**config.mk**
```make
export PLATFORM = sky130hd
export DESIGN_NAME = elic_line_ctrl
export DESIGN_NICKNAME = d
export VERILOG_FILES = /design/src/pkg/elic_pkg.sv /design/src/core/elic_hdb3_enc.sv /design/src/core/elic_line_ctrl.sv
export SDC_FILE = /design/constraint.sdc
export NUM_CORES = 1
export LEC_CHECK = 0
export BUFFER_PORTS_ARGS = -buffer_cell sky130_fd_sc_hd__buf_2
export CAP_MARGIN = 20
export CORE_ASPECT_RATIO = 0.8
export CORE_MARGIN = 8
export CORE_UTILIZATION = 51
export DETAILED_ROUTE_END_ITERATION = 16
export PLACE_DENSITY_LB_ADDON = 0.15
export SKIP_CTS_REPAIR_TIMING = 1
export SYNTH_ARGS = -nofsm -noshare
export SYNTH_HDL_FRONTEND = slang
export SYNTH_SLANG_ARGS = --single-unit
```
**constraint.sdc**
```tcl
create_clock -name clock -period 3.7 [get_ports clock]
set_input_delay 0.555 -clock clock [delete_from_list [all_inputs] [get_ports clock]]
set_output_delay 0.555 -clock clock [all_outputs]
set_load 0.01 [all_outputs]
```
**src/pkg/elic_pkg.sv**
```systemverilog
// package: register map, field layout, timing and state types of the e1 line control block
package elic_pkg;

  localparam logic [31:0] CTRL_OFFSET = 32'h0000_0000;
  localparam logic [31:0] STAT_OFFSET = 32'h0000_0004;
  localparam logic [7:0] CTRL_RESET = 8'h00;
  localparam int unsigned FORCE_SIGNAL_LOSS_PATTERN_BIT = 7;
  localparam int unsigned SINGLE_RAIL_BIT = 6;
  localparam int unsigned LOOP_LSB = 4;
  localparam int unsigned ENC_DIS_BIT = 1;
  localparam int unsigned DEC_DIS_BIT = 0;
  localparam int unsigned BIT_DIV_DEFAULT = 10;
  localparam logic [7:0] SLOT_BITS = 8'h08;

  typedef enum logic [1:0] {
    LOOP_NONE,
    LOOP_LOCAL,
    LOOP_REMOTE,
    LOOP_PAYLOAD
  } elic_loop_type;

  typedef enum logic [1:0] {
    TOK_ZERO,
    TOK_MARK,
    TOK_VIOL
  } elic_tok_type;

  typedef struct packed {
    logic pos;
    logic neg;
  } elic_rail_type;

  // field order matches the control register bit layout 7..0
  typedef struct packed {
    logic force_signal_loss_pattern;
    logic single_rail_select;
    elic_loop_type framer_loop_select;
    logic [1:0] reserved;
    logic line_encoder_disable;
    logic line_decoder_disable;
  } elic_ctl_type;

  typedef struct packed {
    elic_tok_type [3:0] tok;
    logic odd;
    logic pol;
    elic_rail_type rail;
  } elic_enc_type;

  typedef struct packed {
    elic_ctl_type ctl;
    logic [7:0] viol_cnt;
    logic [7:0] rdata;
    logic wr_pend;
    logic [31:0] wr_addr;
    logic [7:0] div;
    logic strobe;
    logic [7:0] slot_cnt;
    elic_rail_type s1;
    elic_rail_type s2;
    elic_rail_type s3;
    elic_rail_type filt;
    logic [3:0] dwin;
    logic rx_pol;
    logic rx_pcm;
    elic_rail_type line;
  } elic_state_type;

endpackage : elic_pkg

```
**src/core/elic_hdb3_enc.sv**
```systemverilog
// transmit line encoder: hdb3 substitution or plain ami, dual or single rail
`timescale 1ns/10ps
`default_nettype none
module elic_hdb3_enc (
  input wire logic clock,
  input wire logic rstn,
  input wire logic bit_en,
  input wire logic data_bit,
  input wire logic hdb3_en,
  input wire logic single_rail,
  output elic_pkg::elic_rail_type rail
);
  import elic_pkg::*;

  elic_enc_type q;
  elic_enc_type d;
  logic subst;
  logic p;

  always_comb begin
    d = q;
    p = q.pol;
    // single rail hands raw data to the line unit, which does its own coding
    subst = hdb3_en && !single_rail && !data_bit && (q.tok[2:0] == {3{TOK_ZERO}});
    if (bit_en) begin
      d.tok[3:1] = q.tok[2:0];
      d.tok[0] = data_bit ? TOK_MARK : TOK_ZERO;
      if (subst) begin
        d.tok[0] = TOK_VIOL;
        if (!q.odd) begin
          d.tok[3] = TOK_MARK;
        end
        d.odd = 1'b0;
      end else if (data_bit) begin
        d.odd = ~q.odd;
      end
      d.rail = '0;
      if (single_rail) begin
        d.rail.pos = (q.tok[3] != TOK_ZERO);
      end else if (q.tok[3] == TOK_MARK) begin
        p = ~q.pol;
        d.pol = p;
        d.rail = p ? 2'b10 : 2'b01;
      end else if (q.tok[3] == TOK_VIOL) begin
        d.rail = q.pol ? 2'b10 : 2'b01;
      end
    end
  end

  always_ff @(posedge clock or negedge rstn) begin
    if (!rstn) begin
      q <= '0;
    end else begin
      q <= d;
    end
  end

  assign rail = q.rail;
endmodule : elic_hdb3_enc
`default_nettype wire

```
**src/core/elic_line_ctrl.sv**
```systemverilog
// e1 line interface control: control register, loopbacks, rail select, line coding
//
// Behaviour
// - force_signal_loss_pattern bit sends no-pulse pattern to line
// - bit six picks single or dual rail
// - bits five-four pick loopback, zero is none
// - local loop returns transmit pcm to receive
// - local loop ignores line, sends all ones
// - remote loop returns decoded line data, no framing
// - payload loop reframes receive slots on transmit timing
// - bit one disables hdb3 encoder, ami sent
// - bit zero disables hdb3 decoder, ami received
`timescale 1ns/10ps
`default_nettype none
module elic_line_ctrl #(
  parameter int unsigned BIT_DIV = elic_pkg::BIT_DIV_DEFAULT
) (
  input wire logic clock,
  input wire logic rstn,
  input wire logic hsel,
  input wire logic [31:0] haddr,
  input wire logic [1:0] htrans,
  input wire logic hwrite,
  input wire logic [2:0] hsize,
  input wire logic [31:0] hwdata,
  input wire logic hready,
  output logic [31:0] hrdata,
  output logic hreadyout,
  output logic hresp,
  input wire logic tx_pcm_bit,
  input wire elic_pkg::elic_rail_type receive_line_pair,
  output logic rx_pcm_bit,
  output elic_pkg::elic_rail_type tx_line_pair,
  output logic bit_strobe
);
  import elic_pkg::*;

  elic_state_type q;
  elic_state_type d;
  elic_rail_type enc_rail;
  logic addr_phase;
  logic mark;
  logic viol;
  logic rx_dec;
  logic tx_src;

  function automatic logic [7:0] read_reg(input logic [31:0] a, input elic_ctl_type c,
                                          input logic [7:0] v);
    logic [7:0] r;
    r = 8'h00;
    if (a == CTRL_OFFSET) begin
      r = c;
    end else if (a == STAT_OFFSET) begin
      r = v;
    end
    return r;
  endfunction : read_reg

  assign addr_phase = hsel && htrans[1] && hready;
  assign rx_dec = q.dwin[3];

  always_comb begin
    d = q;
    // bit-rate enable
    d.strobe = (q.div == 8'(BIT_DIV - 1));
    d.div = d.strobe ? 8'h00 : 8'(q.div + 8'h01);
    // line pins: three stages, change accepted when stages two and three agree
    d.s1 = receive_line_pair;
    d.s2 = q.s1;
    d.s3 = q.s2;
    if (q.s2 == q.s3) begin
      d.filt = q.s3;
    end
    // bus slave, zero wait states; write lands before a following read samples it
    if (q.wr_pend && q.wr_addr == CTRL_OFFSET) begin
      d.ctl = elic_ctl_type'(hwdata[7:0]);
    end
    if (hready) begin
      d.wr_pend = addr_phase && hwrite;
      d.wr_addr = haddr;
    end
    if (addr_phase && !hwrite) begin
      d.rdata = read_reg(haddr, d.ctl, q.viol_cnt);
    end
    // receive decoder
    if (q.ctl.single_rail_select) begin
      mark = q.filt.pos;
      viol = 1'b0;
    end else begin
      mark = q.filt.pos || q.filt.neg;
      viol = mark && !q.ctl.line_decoder_disable && (q.filt.pos == q.rx_pol);
    end
    // transmit source per loopback mode
    unique case (q.ctl.framer_loop_select)
      LOOP_NONE: tx_src = tx_pcm_bit;
      LOOP_LOCAL: tx_src = 1'b1;
      LOOP_REMOTE: tx_src = rx_dec;
      LOOP_PAYLOAD: tx_src = (q.slot_cnt < SLOT_BITS) ? tx_pcm_bit : rx_dec;
    endcase
    if (q.strobe) begin
      d.slot_cnt = 8'(q.slot_cnt + 8'h01);
      if (mark && !q.ctl.single_rail_select) begin
        d.rx_pol = q.filt.pos;
      end
      d.dwin = {q.dwin[2:0], mark};
      if (viol) begin
        d.dwin = 4'h0;
        d.viol_cnt = 8'(q.viol_cnt + 8'h01);
      end
      d.rx_pcm = (q.ctl.framer_loop_select == LOOP_LOCAL) ? tx_pcm_bit : rx_dec;
    end
    d.line = q.ctl.force_signal_loss_pattern ? 2'b00 : enc_rail;
  end

  always_ff @(posedge clock or negedge rstn) begin
    if (!rstn) begin
      q <= '0;
    end else begin
      q <= d;
    end
  end

  elic_hdb3_enc u_enc (
    .clock(clock),
    .rstn(rstn),
    .bit_en(q.strobe),
    .data_bit(tx_src),
    .hdb3_en(!q.ctl.line_encoder_disable),
    .single_rail(q.ctl.single_rail_select),
    .rail(enc_rail)
  );

  assign hrdata = {24'h000000, q.rdata};
  assign hreadyout = 1'b1;
  assign hresp = 1'b0;
  assign rx_pcm_bit = q.rx_pcm;
  assign tx_line_pair = q.line;
  assign bit_strobe = q.strobe;
endmodule : elic_line_ctrl
`default_nettype wire

```
==> run_results.csv <==
group,metric,value,unit
outcome,status,"complete, no violations",
cts,insertion_delay,0.37,ns
die,die_y,100,µm
sta,whs,0.254,ns
yosys,syn_inst,370,
cells_and_area,n_antenna_cell,0,
grt,grt_usage,14.4,%
cts,tritoncts,"done",
drt,ant_nets,0,
sta,worst_slack,1.54,ns
cells_and_area,finalNetCount,506,
sta,rsz0062_at_grt,"no",
sta,fin_worst_skew,0.0118,ns
worst_setup_path,worstSetupEndpointType,"flip-flop",
placed_design,pre_cts_slack,1.26,ns
placed_design,hpwl,6180,µm
yosys,syn_avg_cell_area,12.2,µm²
placed_design,place_area,4790,µm²
placed_design,gp_congestion,0.751,
hold_path,holdCritPathClass,"input port to asynchronous set/reset pin",
worst_setup_path,reg2reg_depth,5,
sta,timing.fmax,0.464,GHz
yosys,ys_types,44,
grt,antenna_found_initial,0,
yosys,ys_warn_count,0,
drt,drc_errors,0,
sta,relSlewSlack,41.1,%
cells_and_area,fin_util,58.9,%
placed_design,dp_cells,526,
grt,grt_overflow,0,
sta,drv_slew,0,
drt,dr.pass1.iters,4,
cts,clkTransAtPathRegs,0.09,ns
pwr,p_leak,2.39,nW
worst_setup_path,required,3.95,ns
grt,grt_start_max_net_pins,65,
cts,tritoncts.num_buffers,9,
flow_run,cap_violations,0,
worst_setup_path,start_kind,"flip-flop",
pwr,finalPower,2.25,mW
pwr,power_density,447,nW/µm²
sta,min_period_over_period,58.3,%
drt,drt_iter0_drc,180,
yosys,synthArstFlopShare,100,%
cells_and_area,drive_above_1_share,29.8,%
grt,grt_pass1_vias,2871,
yosys,ys_ff_latch,102,
die,ioPinCount,115,
drt,routed_wirelength,8280,µm
drt,route.detailed.vias_per_inst,5.11,
die,coreArea,8560,µm²
die,die_width,121,µm
cts,clockBufferDepth,2,
yosys,ys_seq_area_share,56.4,%
cells_and_area,most-common-layout-cells,"dfrtp_1, buf_2, mux2_2",
die,rows,30,
cells_and_area,final_common_cell,"dfrtp_1",
placed_design,portBuffers,60,
worst_setup_path,r2r-start,"q[40]",
die,fp.dieArea,12200,µm²
pwr,ir_drop,0.000318,V
yosys,synth.cell_area,4530,µm²
sta,worst_slew_pin_slew,0.876,ns
cts,clock_sinks,102,
sta,hold_viol,0,
worst_setup_path,path_max_fanout,8,
drt,post_drt_wl_per_cell,15.3,µm
worst_setup_path,worstPathArrival,2.40,ns
yosys,yosys_most_used_dff,"dfrtp_1",
sta,setup_viol,0,
sta,fin_setup_tns,0,ns
sta,min_period,2.16,ns
cells_and_area,fin_cells,542,
cts,root_buffer,"clkbuf_8",
yosys,synth_edf_count,0,
worst_setup_path,critical_path_class,"flip-flop to flip-flop",
cells_and_area,area_growth,11.2,%
worst_setup_path,cp-startpoint,"q[40]",
die,initial_core_util,52.9,%
grt,grt_pass1_wl,14000,µm
cts,htreeDepth,3,
drt,vias,2770,
cells_and_area,design_area,5040,µm²
## registers in the layout, summed over array words and instances, names as in the netlist
signal and flops:
bit_strobe 1, u_enc.rail 2, d 4, rx_pcm_bit 1, hrdata 8, tx_line_pair 2
u_enc.q 10, q 74
## cell usage after synthesis, types with 2 or more instances
| library cell | n | share of area, % |
|---|---|---|
| a22o_1 | 4 | 0.77 |
| conb_1 | 2 | 0.17 |
| xor2_1 | 9 | 1.7 |
| inv_1 | 17 | 1.4 |
| mux2_2 | 39 | 9.7 |
| nand2b_1 | 2 | 0.28 |
| ha_1 | 4 | 1.1 |
| nor4b_1 | 3 | 0.58 |
| a21oi_1 | 7 | 0.77 |
| and2_1 | 4 | 0.55 |
| mux2i_1 | 10 | 2.2 |
| buf_4 | 36 | 6.0 |
| nand3b_1 | 2 | 0.33 |
| nor4_1 | 14 | 1.9 |
| nor2_1 | 16 | 1.3 |
| clkbuf_1 | 3 | 0.25 |
| nand3_1 | 7 | 0.77 |
| nand2_1 | 11 | 0.91 |
| and3_1 | 5 | 0.69 |
| buf_1 | 4 | 0.33 |
| o21ai_0 | 16 | 1.8 |
| nor3_1 | 4 | 0.44 |
| nor2b_1 | 2 | 0.28 |
| dfrtp_1 | 102 | 56 |
| a211oi_1 | 2 | 0.33 |
| a22oi_1 | 8 | 1.3 |
| nand4_1 | 5 | 0.69 |
| nand3_2 | 2 | 0.44 |
| xnor2_1 | 15 | 2.9 |
## layout make-up
cell class	count	area (µm²)
clock buffer	11	141
timing repair buffer	64	333
tap	112	140
sequential	102	2550
fill	728	3520
inverter	17	63.8
clock inverter	5	106
multi-input combinational	231	1700
## path summary, 6_finish.rpt
kind	end	slack (ns)
max in group asynchronous	q[21]	2.66
max	hrdata[4]	1.54
min reg2reg	d[10]	0.35
min in group clock	d[13]	0.29
min	q[51]	0.25
max reg2reg	hrdata[4]	1.54
## kinds of logic after synthesis
| family | Yosys count | synth area share [%] |
|---|---|---|
| and+or+nand+nor | 84 | 11.0 |
| xor gates and xnor gates | 24 | 4.64 |
| DFF | 102 | 56.4 |
| muxes | 49 | 11.9 |
| other | 2 | 0.166 |
| buffers and inverters | 61 | 8.07 |
| AOI/OAI and AO/OA | 44 | 6.77 |
| adders and majority gates | 4 | 1.11 |
## report_power, final
part           leakage [nW]  switching, mW  internal (mW)  total [mW]
Clock                 0.120          0.367          0.469       0.836
Sequential             1.28         0.0520           1.19        1.24
Combinational         0.988         0.0893         0.0889       0.178
Total                  2.39          0.508           1.74        2.25
## per-layer routing
| metal | vias to the layer above | share of wire (%) | track usage [%] |
|---|---|---|---|
| li1 | 1339 | - | - |
| met1 | 1356 | 49 | 20.2 |
| met2 | 63 | 43 | 20.4 |
| met3 | 12 | 6.3 | 4.77 |
| met4 | 0 | 1.4 | 4.82 |
| met5 | - | 0 | 0 |
## critical path, cell delays in order (launching register included)
cell and delay [ns]:
dfrtp_1 0.39, nor4_1 0.40, nand4_1 0.21, nor3_4 0.60, mux2i_1 0.32, o21ai_0 0.11
No activity file was read; power rests on OpenSTA's default activity.
